==> config.mk <==
export PLATFORM = sky130hd
export DESIGN_NAME = mpb_host
export DESIGN_NICKNAME = d
export VERILOG_FILES = /design/src/rtl/mpb_pkg.sv /design/src/rtl/mpb_strobe_gen.sv /design/src/rtl/mpb_pin_mux.sv /design/src/rtl/mpb_host.sv
export SDC_FILE = /design/constraint.sdc
export NUM_CORES = 1
export LEC_CHECK = 0
export BUFFER_PORTS_ARGS = -buffer_cell sky130_fd_sc_hd__buf_4
export CAP_MARGIN = 20
export CORE_MARGIN = 2
export CORE_UTILIZATION = 45
export CTS_BUF_LIST = sky130_fd_sc_hd__clkbuf_16
export CTS_CLUSTER_SIZE = 30
export DETAILED_ROUTE_END_ITERATION = 16
export PLACE_DENSITY = 0.7
export RECOVER_POWER = 100
export SETUP_SLACK_MARGIN = 0.05
export SLEW_MARGIN = 20
export SYNTH_ARGS = -nofsm -noshare
export SYNTH_HDL_FRONTEND = slang
export SYNTH_SLANG_ARGS = --single-unit
==> constraint.sdc <==
create_clock -name mclk -period 2.7 [get_ports mclk]
set_input_delay 0.27 -clock mclk [delete_from_list [all_inputs] [get_ports mclk]]
set_output_delay 0.27 -clock mclk [all_outputs]
set_load 0.01 [all_outputs]
==> src/rtl/mpb_pkg.sv <==
// constants, types and timing for the host-side parallel bus controller
// assumes a single 10 MHz clock; every count here is in cycles of it
package mpb_pkg;

  // ****************************************
  // software register map (word index)
  // ****************************************
  localparam logic [3:0] REG_CFG = 4'h0;
  localparam logic [3:0] REG_ADDR = 4'h1;
  localparam logic [3:0] REG_WDATA = 4'h2;
  localparam logic [3:0] REG_CMD = 4'h3;
  localparam logic [3:0] REG_STAT = 4'h4;
  localparam logic [3:0] REG_RDATA = 4'h5;

  // ****************************************
  // field positions and reset values
  // ****************************************
  localparam int CFG_DIRSTB = 0;
  localparam int CFG_NONMUX = 1;
  localparam int CFG_PAGE = 2;
  localparam int CFG_BURST = 3;
  localparam int CFG_USE_ALE = 4;
  localparam int CFG_SINGLE_RD = 5;
  localparam int CFG_A16 = 6;
  localparam int CFG_W = 7;
  localparam logic [6:0] CFG_RESET = 7'h10;
  localparam int CMD_RD = 0;
  localparam int CMD_WR = 1;
  localparam int CMD_FETCH = 2;
  localparam int STAT_BUSY = 0;
  localparam int STAT_HIT = 1;
  localparam int ADDR_W = 17;
  localparam logic [31:0] DATA_ZERO = 32'h0000_0000;

  // ****************************************
  // bus phase timing
  // ****************************************
  localparam int CLK_MHZ = 10;
  localparam int T_ADDR_NS = 100;
  localparam int T_ALE_NS = 100;
  localparam int T_STRB_NS = 300;
  localparam int T_HOLD_NS = 100;

  function automatic logic [3:0] cyc_min(input int ns);
    int c;
    c = (ns * CLK_MHZ + 999) / 1000;
    if (c < 1) begin
      c = 1;
    end
    return c[3:0];
  endfunction

  localparam logic [3:0] N_ADDR = cyc_min(T_ADDR_NS);
  localparam logic [3:0] N_ALE = cyc_min(T_ALE_NS);
  localparam logic [3:0] N_STRB = cyc_min(T_STRB_NS);
  localparam logic [3:0] N_HOLD = cyc_min(T_HOLD_NS);

  // ****************************************
  // types
  // ****************************************
  typedef enum logic [2:0] {
    ST_IDLE = 3'b000,
    ST_ADDR = 3'b001,
    ST_LATCH = 3'b011,
    ST_STRB = 3'b010,
    ST_HOLD = 3'b110
  } mpb_state_e;

  typedef enum logic [1:0] {
    ACC_RD = 2'b00,
    ACC_WR = 2'b01,
    ACC_FETCH = 2'b10
  } mpb_acc_e;

endpackage

==> src/rtl/mpb_strobe_gen.sv <==
// control pin encoding for the three strobe styles
// assumes the caller registers the outputs before they reach the pins
`timescale 1ns/1ps
module mpb_strobe_gen (
  // style
  input wire logic dir_stb,
  input wire logic single_rd,
  // access
  input wire logic active,
  input wire mpb_pkg::mpb_acc_e kind,
  // pin levels
  output logic ctrl0,
  output logic ctrl1,
  output logic ctrl2
);

  logic is_wr;
  logic is_rd;
  logic is_fetch;

  assign is_wr = (kind == mpb_pkg::ACC_WR);
  assign is_rd = (kind == mpb_pkg::ACC_RD);
  assign is_fetch = (kind == mpb_pkg::ACC_FETCH);

  always_comb begin
    if (dir_stb) begin
      // direction high means read; strobe is active high; third pin left idle
      ctrl0 = !is_wr;
      ctrl1 = active;
      ctrl2 = 1'b1;
    end else if (single_rd) begin
      // reads and fetches share the one read pin
      ctrl0 = !(active && is_wr);
      ctrl1 = !(active && (is_rd || is_fetch));
      ctrl2 = 1'b1;
    end else begin
      ctrl0 = !(active && is_wr);
      ctrl1 = !(active && is_rd);
      ctrl2 = !(active && is_fetch);
    end
  end

endmodule

==> src/rtl/mpb_pin_mux.sv <==
// address and data placement on the pins for each multiplexing mode
// assumes the caller registers the outputs before they reach the pins
`timescale 1ns/1ps
module mpb_pin_mux (
  // mode
  input wire logic nonmux,
  input wire logic burst,
  input wire logic page,
  input wire logic a16_en,
  // cycle
  input wire logic [16:0] addr,
  input wire logic addr_phase,
  input wire logic drive_data,
  input wire logic [7:0] wdata,
  // pins
  output logic [7:0] ad_o,
  output logic [7:0] ad_oe,
  output logic [7:0] hi_o,
  output logic [7:0] lo_o,
  output logic [7:0] pa_o,
  output logic [7:0] pa_oe
);

  always_comb begin
    hi_o = addr[15:8];
    lo_o = addr[7:0];
    pa_o = 8'h00;
    pa_oe = 8'h00;
    if (nonmux) begin
      // address port carries the full low address; data moves on port A
      ad_o = addr[7:0];
      ad_oe = 8'hFF;
      pa_o = wdata;
      pa_oe = {8{drive_data}};
    end else begin
      if (!addr_phase) begin
        ad_o = wdata;
      end else if (burst) begin
        ad_o = addr[11:4];
      end else if (page) begin
        ad_o = addr[15:8];
      end else begin
        ad_o = addr[7:0];
      end
      // released while the device may answer a read
      ad_oe = {8{addr_phase || drive_data}};
      if (burst) begin
        pa_o[3:0] = addr[3:0];
        pa_oe[3:0] = 4'hF;
      end else if (a16_en) begin
        pa_o[0] = addr[16];
        pa_oe[0] = 1'b1;
      end
    end
  end

endmodule

==> src/rtl/mpb_host.sv <==
// host controller that runs single bus cycles on the device's parallel port
// assumes software programs style bits only while the engine is idle
//
// The register offsets and strobed register access were chosen for this implementation.
`timescale 1ns/1ps

module mpb_host (
  // clock and reset
  input wire logic mclk,
  input wire logic reset,
  // software port
  input wire logic [3:0] sw_addr,
  input wire logic [31:0] sw_wdata,
  input wire logic sw_wr,
  input wire logic sw_rd,
  output logic [31:0] sw_rdata,
  // control pins
  output logic ctrl_in0,
  output logic ctrl_in1,
  output logic ctrl_in2,
  output logic addr_latch_strobe,
  // multiplexed address/data port
  input wire logic [7:0] addr_data_port_i,
  output logic [7:0] addr_data_port_o,
  output logic [7:0] addr_data_port_oe,
  // address pins
  output logic [7:0] addr_hi,
  output logic [7:0] addr_lo,
  // port A
  input wire logic [7:0] port_a_i,
  output logic [7:0] port_a_o,
  output logic [7:0] port_a_oe
);

  // ****************************************
  // software registers
  // ****************************************
  logic [6:0] cfg_q;
  logic [16:0] addr_q;
  logic [7:0] wdata_q;
  logic [7:0] rdata_q;
  logic hit_q;
  mpb_pkg::mpb_state_e st_q;
  logic accept;
  logic busy;

  assign busy = (st_q != mpb_pkg::ST_IDLE);
  // a command while busy is dropped; the config is frozen the same way
  assign accept = sw_wr && (sw_addr == mpb_pkg::REG_CMD) && !busy &&
                  (sw_wdata[2:0] != 3'b000);

  always_ff @(posedge mclk) begin
    if (reset) begin
      cfg_q <= mpb_pkg::CFG_RESET;
      addr_q <= 17'h00000;
      wdata_q <= 8'h00;
    end else if (sw_wr && !busy) begin
      case (sw_addr)
        mpb_pkg::REG_CFG: begin
          cfg_q <= sw_wdata[mpb_pkg::CFG_W-1:0];
        end
        mpb_pkg::REG_ADDR: begin
          addr_q <= sw_wdata[mpb_pkg::ADDR_W-1:0];
        end
        mpb_pkg::REG_WDATA: begin
          wdata_q <= sw_wdata[7:0];
        end
        default: begin
        end
      endcase
    end
  end

  always_ff @(posedge mclk) begin
    if (reset) begin
      sw_rdata <= mpb_pkg::DATA_ZERO;
    end else if (sw_rd) begin
      case (sw_addr)
        mpb_pkg::REG_CFG: sw_rdata <= {25'h0, cfg_q};
        mpb_pkg::REG_ADDR: sw_rdata <= {15'h0, addr_q};
        mpb_pkg::REG_WDATA: sw_rdata <= {24'h000000, wdata_q};
        mpb_pkg::REG_STAT: sw_rdata <= {30'h0, hit_q, busy};
        mpb_pkg::REG_RDATA: sw_rdata <= {24'h000000, rdata_q};
        default: sw_rdata <= mpb_pkg::DATA_ZERO;
      endcase
    end else begin
      sw_rdata <= mpb_pkg::DATA_ZERO;
    end
  end

  // ****************************************
  // cycle engine
  // ****************************************
  logic nonmux;
  logic page;
  logic burst;
  logic [16:0] up_q;
  logic up_vld_q;
  logic same_up;
  logic skip_d;
  logic skip_q;
  logic [3:0] cnt_q;
  mpb_pkg::mpb_acc_e kind_q;
  mpb_pkg::mpb_acc_e kind_d;

  assign nonmux = cfg_q[mpb_pkg::CFG_NONMUX];
  assign page = cfg_q[mpb_pkg::CFG_PAGE] && !nonmux;
  assign burst = cfg_q[mpb_pkg::CFG_BURST] && !nonmux;
  // burst keeps bits 16..4 latched, page keeps bits 16..8
  assign same_up = burst ? (up_q[16:4] == addr_q[16:4]) : (up_q[16:8] == addr_q[16:8]);
  // the device holds its latch across a hit, so no strobe is needed
  assign skip_d = (up_vld_q && (page || burst) && same_up) ||
                  (nonmux && !cfg_q[mpb_pkg::CFG_USE_ALE]);

  always_comb begin
    if (sw_wdata[mpb_pkg::CMD_WR]) begin
      kind_d = mpb_pkg::ACC_WR;
    end else if (sw_wdata[mpb_pkg::CMD_FETCH]) begin
      kind_d = mpb_pkg::ACC_FETCH;
    end else begin
      kind_d = mpb_pkg::ACC_RD;
    end
  end

  always_ff @(posedge mclk) begin
    if (reset) begin
      st_q <= mpb_pkg::ST_IDLE;
      cnt_q <= 4'h0;
      kind_q <= mpb_pkg::ACC_RD;
      skip_q <= 1'b0;
    end else begin
      case (st_q)
        mpb_pkg::ST_IDLE: begin
          if (accept) begin
            st_q <= mpb_pkg::ST_ADDR;
            cnt_q <= mpb_pkg::N_ADDR - 4'h1;
            kind_q <= kind_d;
            skip_q <= skip_d;
          end
        end
        mpb_pkg::ST_ADDR: begin
          if (cnt_q != 4'h0) begin
            cnt_q <= cnt_q - 4'h1;
          end else if (skip_q) begin
            st_q <= mpb_pkg::ST_STRB;
            cnt_q <= mpb_pkg::N_STRB - 4'h1;
          end else begin
            st_q <= mpb_pkg::ST_LATCH;
            cnt_q <= mpb_pkg::N_ALE - 4'h1;
          end
        end
        mpb_pkg::ST_LATCH: begin
          if (cnt_q != 4'h0) begin
            cnt_q <= cnt_q - 4'h1;
          end else begin
            st_q <= mpb_pkg::ST_STRB;
            cnt_q <= mpb_pkg::N_STRB - 4'h1;
          end
        end
        mpb_pkg::ST_STRB: begin
          if (cnt_q != 4'h0) begin
            cnt_q <= cnt_q - 4'h1;
          end else begin
            st_q <= mpb_pkg::ST_HOLD;
            cnt_q <= mpb_pkg::N_HOLD - 4'h1;
          end
        end
        mpb_pkg::ST_HOLD: begin
          if (cnt_q != 4'h0) begin
            cnt_q <= cnt_q - 4'h1;
          end else begin
            st_q <= mpb_pkg::ST_IDLE;
          end
        end
        default: begin
          st_q <= mpb_pkg::ST_IDLE;
        end
      endcase
    end
  end

  // the upper address the device now holds in its latch
  always_ff @(posedge mclk) begin
    if (reset) begin
      up_q <= 17'h00000;
      up_vld_q <= 1'b0;
      hit_q <= 1'b0;
    end else begin
      if (st_q == mpb_pkg::ST_LATCH) begin
        up_q <= addr_q;
        up_vld_q <= 1'b1;
      end else if (accept) begin
        hit_q <= skip_d;
      end else if (sw_wr && !busy && (sw_addr == mpb_pkg::REG_CFG)) begin
        // a new style leaves a latch whose contents no longer match up_q
        up_vld_q <= 1'b0;
      end
    end
  end

  // read data is caught while the pins still show the strobe
  always_ff @(posedge mclk) begin
    if (reset) begin
      rdata_q <= 8'h00;
    end else if ((st_q == mpb_pkg::ST_HOLD) && (kind_q != mpb_pkg::ACC_WR)) begin
      rdata_q <= nonmux ? port_a_i : addr_data_port_i;
    end
  end

  // ****************************************
  // pin drive, all registered
  // ****************************************
  logic strb_act;
  logic addr_phase;
  logic drive_data;
  logic c0;
  logic c1;
  logic c2;
  logic [7:0] ad_o;
  logic [7:0] ad_oe;
  logic [7:0] hi_o;
  logic [7:0] lo_o;
  logic [7:0] pa_o;
  logic [7:0] pa_oe;
  logic strb_q;

  assign strb_act = (st_q == mpb_pkg::ST_STRB);
  assign addr_phase = (st_q == mpb_pkg::ST_ADDR) || (st_q == mpb_pkg::ST_LATCH);
  assign drive_data = (kind_q == mpb_pkg::ACC_WR) &&
                      ((st_q == mpb_pkg::ST_STRB) || (st_q == mpb_pkg::ST_HOLD));

  mpb_strobe_gen u_strb (
    .dir_stb(cfg_q[mpb_pkg::CFG_DIRSTB]),
    .single_rd(cfg_q[mpb_pkg::CFG_SINGLE_RD]),
    .active(strb_act),
    .kind(kind_q),
    .ctrl0(c0),
    .ctrl1(c1),
    .ctrl2(c2)
  );

  mpb_pin_mux u_mux (
    .nonmux(nonmux),
    .burst(burst),
    .page(page),
    .a16_en(cfg_q[mpb_pkg::CFG_A16]),
    .addr(addr_q),
    .addr_phase(addr_phase),
    .drive_data(drive_data),
    .wdata(wdata_q),
    .ad_o(ad_o),
    .ad_oe(ad_oe),
    .hi_o(hi_o),
    .lo_o(lo_o),
    .pa_o(pa_o),
    .pa_oe(pa_oe)
  );

  always_ff @(posedge mclk) begin
    if (reset) begin
      ctrl_in0 <= 1'b1;
      ctrl_in1 <= 1'b1;
      ctrl_in2 <= 1'b1;
      addr_latch_strobe <= 1'b0;
      strb_q <= 1'b0;
    end else begin
      ctrl_in0 <= c0;
      ctrl_in1 <= cfg_q[mpb_pkg::CFG_DIRSTB] ? (c1 && busy) : c1;
      ctrl_in2 <= c2;
      addr_latch_strobe <= (st_q == mpb_pkg::ST_ADDR) && !skip_q;
      strb_q <= strb_act;
    end
  end

  always_ff @(posedge mclk) begin
    if (reset) begin
      addr_data_port_o <= 8'h00;
      addr_data_port_oe <= 8'h00;
      addr_hi <= 8'h00;
      addr_lo <= 8'h00;
      port_a_o <= 8'h00;
      port_a_oe <= 8'h00;
    end else begin
      addr_data_port_o <= ad_o;
      addr_data_port_oe <= busy ? ad_oe : 8'h00;
      addr_hi <= hi_o;
      addr_lo <= lo_o;
      port_a_o <= pa_o;
      port_a_oe <= busy ? pa_oe : 8'h00;
    end
  end

  // ****************************************
  // checks
  // ****************************************
  logic ale_seen_q;

  always_ff @(posedge mclk) begin
    if (reset || accept) begin
      ale_seen_q <= 1'b0;
    end else if (addr_latch_strobe) begin
      ale_seen_q <= 1'b1;
    end
  end

  property p_ale_each_cycle;
    @(posedge mclk) disable iff (reset)
      ($rose(strb_q) && !nonmux && !page && !burst) |-> ale_seen_q;
  endproperty
  a_ale_each_cycle: assert property (p_ale_each_cycle) else $error("no latch strobe");

  property p_hit_no_ale;
    @(posedge mclk) disable iff (reset)
      ((st_q == mpb_pkg::ST_ADDR) && skip_q && (page || burst)) |=> !addr_latch_strobe;
  endproperty
  a_hit_no_ale: assert property (p_hit_no_ale) else $error("latch strobe on page hit");

  property p_burst_low_bits;
    @(posedge mclk) disable iff (reset)
      ($rose(strb_q) && burst) |-> (port_a_o[3:0] == addr_q[3:0]) && (port_a_oe[3:0] == 4'hF);
  endproperty
  a_burst_low_bits: assert property (p_burst_low_bits) else $error("burst low bits");

  property p_nonmux_no_ale;
    @(posedge mclk) disable iff (reset)
      (busy && nonmux && !cfg_q[mpb_pkg::CFG_USE_ALE]) |=> !addr_latch_strobe;
  endproperty
  a_nonmux_no_ale: assert property (p_nonmux_no_ale) else $error("unwanted latch strobe");

  property p_read_release;
    @(posedge mclk) disable iff (reset)
      (strb_q && !nonmux && (kind_q != mpb_pkg::ACC_WR)) |-> (addr_data_port_oe == 8'h00);
  endproperty
  a_read_release: assert property (p_read_release) else $error("bus driven in read");

  property p_cycle_ends;
    @(posedge mclk) disable iff (reset)
      accept |-> ##[4:20] (st_q == mpb_pkg::ST_IDLE);
  endproperty
  a_cycle_ends: assert property (p_cycle_ends) else $error("cycle did not end");

endmodule

== Yosys cells after proc, flatten, opt, wreduce, memory -nomap -nowiden ==
Index checks and enable logic that the tools add are counted.
Widths: inputs -> output; s select.

* Bits in registers: 150
* Output and inout port bits: 84

* Reduce and logical (&&, ||, !) cells: 54
* Bitwise logic cells: 4
* Equality and inequality tests: 21
* Add/sub/neg operators: 1
* Multiplexer cells: 39

{| class="wikitable"
|+ Operators by type and width
! cell !! number
|-
| $pmux 17 s5 || 1
|-
| $mux 8 || 6
|-
| $mux 4 || 7
|-
| $mux 3 || 7
|-
| $pmux 4 s5 || 1
|-
| $logic_and 1x1->1 || 18
|-
| $pmux 3 s5 || 1
|-
| $eq 13x13->1 || 1
|-
| $mux 1 || 13
|-
| $ne 2x2->1 const B || 6
|-
| $reduce_and 2->1 || 6
|-
| $eq 9x9->1 || 1
|-
| $logic_not 1->1 || 9
|-
| $eq 4x2->1 const B || 2
|-
| $eq 4x3->1 const B || 2
|-
| $eq 3x2->1 const B || 2
|-
| $logic_or 1x1->1 || 6
|-
| $mux 2 || 3
|-
| $reduce_bool 3->1 || 2
|-
| $reduce_or 2->1 || 3
|-
| $reduce_or 3->1 || 2
|-
| $reduce_and 5->1 || 1
|-
| $reduce_bool 5->1 || 1
|-
| $eq 4x1->1 const B || 1
|-
| other kinds (13) || 17
|}

== Depth between registers and ports, before layout ==
* Word-level depth: 8
* Gate-level depth with buffers: 7
* Gate-level depth less buffers: 6

== Modules after synthesis ==
A second synthesis with hierarchy kept.

* Cells, all modules: 618
* Area, all modules: 5634.2 um^2

{| class="wikitable"
|+ Modules (own cells, without submodules)
! module !! cells each !! area an instance (um^2) !! times used
|-
| mpb_host || 526 || 4997.3 || 1
|-
| mpb_pin_mux || 85 || 594.3 || 1
|-
| mpb_strobe_gen || 7 || 42.5 || 1
|}

== Least setup slack after synthesis ==
OpenSTA, ideal clock, no wires.

* Kind: reg-to-reg
* Start point: register cnt_q[0]
* End point: register cnt_q[1]
* Buffers on the path: 0
* Clock period less this slack: 1.642 ns
* Stages on the path, launching flop included: 7
* Arrival: 1.512 ns
* Slack: 1.058 ns
* Path through: dfxtp_1 -> inv_1 -> ha_1 -> nor3b_2 -> a211o_1 -> a222oi_1 -> a311oi_1

* Longest elaborated chain between the ends: 3
* Elaborated cells on any way between the ends: 9
* Those cells by class: add/sub: 1; eq/ne: 1; mux: 5; reduce/logical: 2

{| class="wikitable"
|+ RTL lines
! what !! RTL line !! RTL
|-
| from (decl) || mpb_host.sv:102 || <nowiki>logic [3:0] cnt_q;</nowiki>
|-
| from (signal assigned) || mpb_host.sv:136 || <nowiki>cnt_q <= mpb_pkg::N_ADDR - 4'h1;</nowiki>
|-
| from (signal assigned) || mpb_host.sv:143 || <nowiki>cnt_q <= cnt_q - 4'h1;</nowiki>
|-
| from (signal assigned) || mpb_host.sv:146 || <nowiki>cnt_q <= mpb_pkg::N_STRB - 4'h1;</nowiki>
|-
| $sub 4x1->4 / $reduce_bool 4->1 (equally long branches) || -- ||
|-
| $mux 4, or another cell as far along || mpb_host.sv:169 || <nowiki>if (cnt_q != 4'h0) begin</nowiki>
|-
| $pmux 4 s5 / $reduce_and 3->1 (equally long branches) || -- ||
|}

Parallel ways exist; a longest one is shown, timed or not. The select of a mux whose other input is x is not followed.
A chain may end at the register's enable or synchronous reset.

== Final worst setup path ==
* Start point: register st_q[0]
* End point: register up_q[4]

* Longest elaborated chain between the ends: 1

{| class="wikitable"
|+ RTL lines
! what !! RTL line !! RTL
|-
| from (decl) || mpb_host.sv:43 || <nowiki>mpb_pkg::mpb_state_e st_q;</nowiki>
|-
| from (signal assigned) || mpb_host.sv:127 || <nowiki>st_q <= mpb_pkg::ST_IDLE;</nowiki>
|-
| from (signal assigned) || mpb_host.sv:135 || <nowiki>st_q <= mpb_pkg::ST_ADDR;</nowiki>
|-
| from (signal assigned) || mpb_host.sv:145 || <nowiki>st_q <= mpb_pkg::ST_STRB;</nowiki>
|-
| $eq 3x2->1 || mpb_host.sv:189 || <nowiki>if (st_q == mpb_pkg::ST_LATCH) begin</nowiki>
|-
| to (signal assigned) || mpb_host.sv:190 || <nowiki>up_q <= addr_q;</nowiki>
|-
| to (decl) || mpb_host.sv:97 || <nowiki>logic [16:0] up_q;</nowiki>
|}

No other way between the ends.

==> summary.txt <==
Run status
  • Status: finished, final reports clean

Timing
  • Slew HR: 0.135
  • Max-slew violation count: 0
  • Final setup viols: 0
  • Least-Margin Pin Slew: 1.30 ns
  • Final hold slack: 0.108 ns
  • Period utilization: 0.765
  • Final setup skew: 0.00829 ns
  • Crit path time final: 2.06 ns
  • Achievable Freq: 0.484 GHz
  • Final Hold Viols: 0
  • Setup tns final: 0 ns
  • RSZ-0062 raised after global routing: no

Routing
  • First-pass iteration count of the detailed router: 5
  • Final ANT Viol Nets: 0
  • Via count: 4443
  • Vias per cell: 5.33
  • Routed wire length: 13200 um
  • Wirelength per Cell: 15.8 um
  • Initial drt markers: 415
  • DRC errors left: 0

Floorplan
  • # IOs: 140
  • Initial core utilization: 0.459
  • Core Area: 11400 um2
  • Die X: 112 um
  • Num rows: 39
  • Die area: 12500 um2
  • Die extent in y: 112 um

GRT
  • Largest net degree at the start of global routing: 65
  • Remaining global-route overflow: 0
  • Vias in the first global route: 4227
  • Initial antenna violation count: 0
  • First-pass GRT wire length: 21300 um
  • GRT Overall Usage: 0.216

Setup path
  • Required time of the worst setup path: 3.01 ns
  • Crit-path max FO: 14
  • WP data arrival: 2.37 ns
  • Worst Setup End Kind: flop
  • Crit start category: flop
  • Critical path class: reg -> reg

Clocking
  • Clock root cell: clkbuf_16
  • Longest Clk Path Bufs: 2
  • CTS Buf Count: 17
  • Cts repair resizes: 0
  • # Post-CTS Setup Buffers: 0
  • CTS Sinks: 122
  • Clk slew on worst S/H paths: 0.05 ns
  • CTS tree: yes
  • CTS hold repair buffers: 0
  • Clk Latency, worst-skew pair: 0.42 ns
  • Htree depth: 4

Final layout
  • Antenna diode count: 0
  • Layout fillers: 1113
  • Non-filler instance count after layout: 834
  • Layout cells sized above 1: 0.122
  • Final Instance Area: 6160 um2
  • Area Growth Syn to Fin: 18.0%
  • Nets@finish: 737

Yosys
  • Warnings from Yosys: 0
  • Mapped cell area: 5220 um2
  • Most used DFF post-synth: dfxtp_1
  • Syn Area/Cell: 8.75 um2
  • Top cell type's share of synthesized area: 0.468
  • Number of synthesized flops with an enable pin: 0
  • Post-synthesis sequential area ratio: 0.468
  • Number of synthesized register bits: 122
  • Synth area leader: dfxtp_1
  • Synth top area cells: dfxtp_1 47%, a21oi_1 7.2%, nand2_1 6.3%
  • Yosys cell types: 60
  • Fraction of registers with async set/reset: 0
  • Post-Synthesis Cells: 597

Placed design
  • Port bufs: 109
  • Hpwl dp: 9090 um
  • DP Area: 5900 um2
  • Placer Congestion: 0.878
  • Placed cells: 803

Pwr
  • Leakage: 2.29 nW
  • Clock share of power: 0.429
  • Comb pwr share: 0.162
  • Reg power frac: 0.409
  • Peak VDD IR: 438 uV
  • P_int: 3.51 mW
  • PD cells: 785 nW/um2
  • Sw Ratio: 0.275
  • Switch Pwr: 1.33 mW

Flow run
  • Max cap viols: 0

Min path
  • Class of the worst hold path: in -> reg
[per-layer routing]
layer  track usage  vias up  wire length, um
li1              -     2177                -
met1         0.274     2061             5720
met3        0.0664       29              867
met2         0.342      176             6250
met5             0        -                0
met4        0.0872        0              344
[state kept, by name, summed over array words and instances, names as in the netlist, 2 cells and up]
register / cells
addr_data_port_o: 8
addr_hi: 8
addr_q: 17
port_a_o: 8
addr_lo: 8
wdata_q: 8
up_q: 13
cfg_q: 7
st_q: 3
kind_q: 2
rdata_q: 8
port_a_oe: 3
sw_rdata: 17
cnt_q: 4
[cells in the final DEF, fill, tap and decap left out, types with 4 or more instances in the layout]
cell and instances:
dfxtp_1 122, nand2_1 87, a21oi_1 75, clkbuf_1 70, buf_4 45, nor2_1 38, nor2b_1 20, nand3_1 17
a22oi_1 17, clkbuf_16 17, inv_1 15, conb_1 15, mux2i_1 14, xor2_1 13, o21ai_0 13, and2_0 10
a211oi_1 9, and2_1 8, clkinv_2 7, nor3_1 6, a221oi_1 5, a211o_1 5, nor4b_1 4, nor4_1 4
nand2b_1 4, nand3b_1 4, a21o_1 4
[kinds of logic after synthesis]
family,share of synthesized area
multiplexers,0.0268
adder cells (fa/ha/maj),0.00479
flip-flops,0.468
XOR/XNOR,0.0235
other,0.000718
buffers and inverters,0.0906
AO/OA/AOI/OAI,0.168
AND/OR/NAND/NOR,0.218
[cell usage after synthesis, drive strengths merged, types with 3 or more instances]
cell type	count
nor2b	20
dfxtp	122
a21o	4
a222oi	3
inv	12
or3	3
nor3	6
and2	19
nand3b	4
nand2b	5
mux2i	14
nor4	5
nand3	17
nand2	88
nor4b	6
buf	52
a22oi	17
a21oi	75
a221oi	5
nor2	38
a211o	5
o21ai	16
clkbuf	16
xor2	13
a211oi	9
[worst max-delay path: stages, from the launching register on]
cell	delay [ns]
dfxtp_1	0.55
and2b_1	0.43
and2_0	0.69
nand2_1	0.11
a21oi_1	0.17
[worst paths after layout]
path | endpoint | slack, ns | cells past startpoint | start
setup / recovery | up_q[4] | 0.64 | 4 | st_q[0]
hold / removal | addr_q[16] | 0.11 | 3 | sw_wdata[16]
setup reg to reg | up_q[4] | 0.64 | 4 | st_q[0]
hold reg to reg | up_q[8] | 0.47 | 2 | up_q[8]
[per-stage QoR]
| step | utilization | worst slack, ns | total power [mW] |
|---|---|---|---|
| 2_1_floorplan | - | 1.06 | 2.66 |
| 3_3_place_gp | 0.519 | 0.828 | 2.81 |
| 3_5_place_dp | 0.519 | 0.748 | 2.84 |
| 4_1_cts | 0.567 | 0.775 | 4.91 |
| 5_1_grt | 0.542 | 0.395 | 5.05 |
| 6_report | 0.542 | 0.635 | 4.84 |
[cell type report]
| type | instances | area (um2) | share of cell area |
|---|---|---|---|
| timing repair buffer | 117 | 611 | 0.0991 |
| multi-input combinational | 409 | 2340 | 0.380 |
| clock inverter | 14 | 118 | 0.0191 |
| tap | 143 | 179 | 0.0290 |
| inverter | 12 | 45.0 | 0.00731 |
| sequential | 122 | 2440 | 0.397 |
| clock buffer | 17 | 425 | 0.0691 |
[power by group through the flow]
stage | Combinational, mW | Clock, mW | Sequential (mW)
2_1_floorplan | 0.691 | 0 | 1.97
5_1_grt | 0.882 | 2.18 | 1.99
6_report | 0.784 | 2.08 | 1.98
4_1_cts | 0.832 | 2.09 | 1.98
3_5_place_dp | 0.826 | 0 | 2.02
3_3_place_gp | 0.797 | 0 | 2.01
Power figures use the tool's default switching activity.
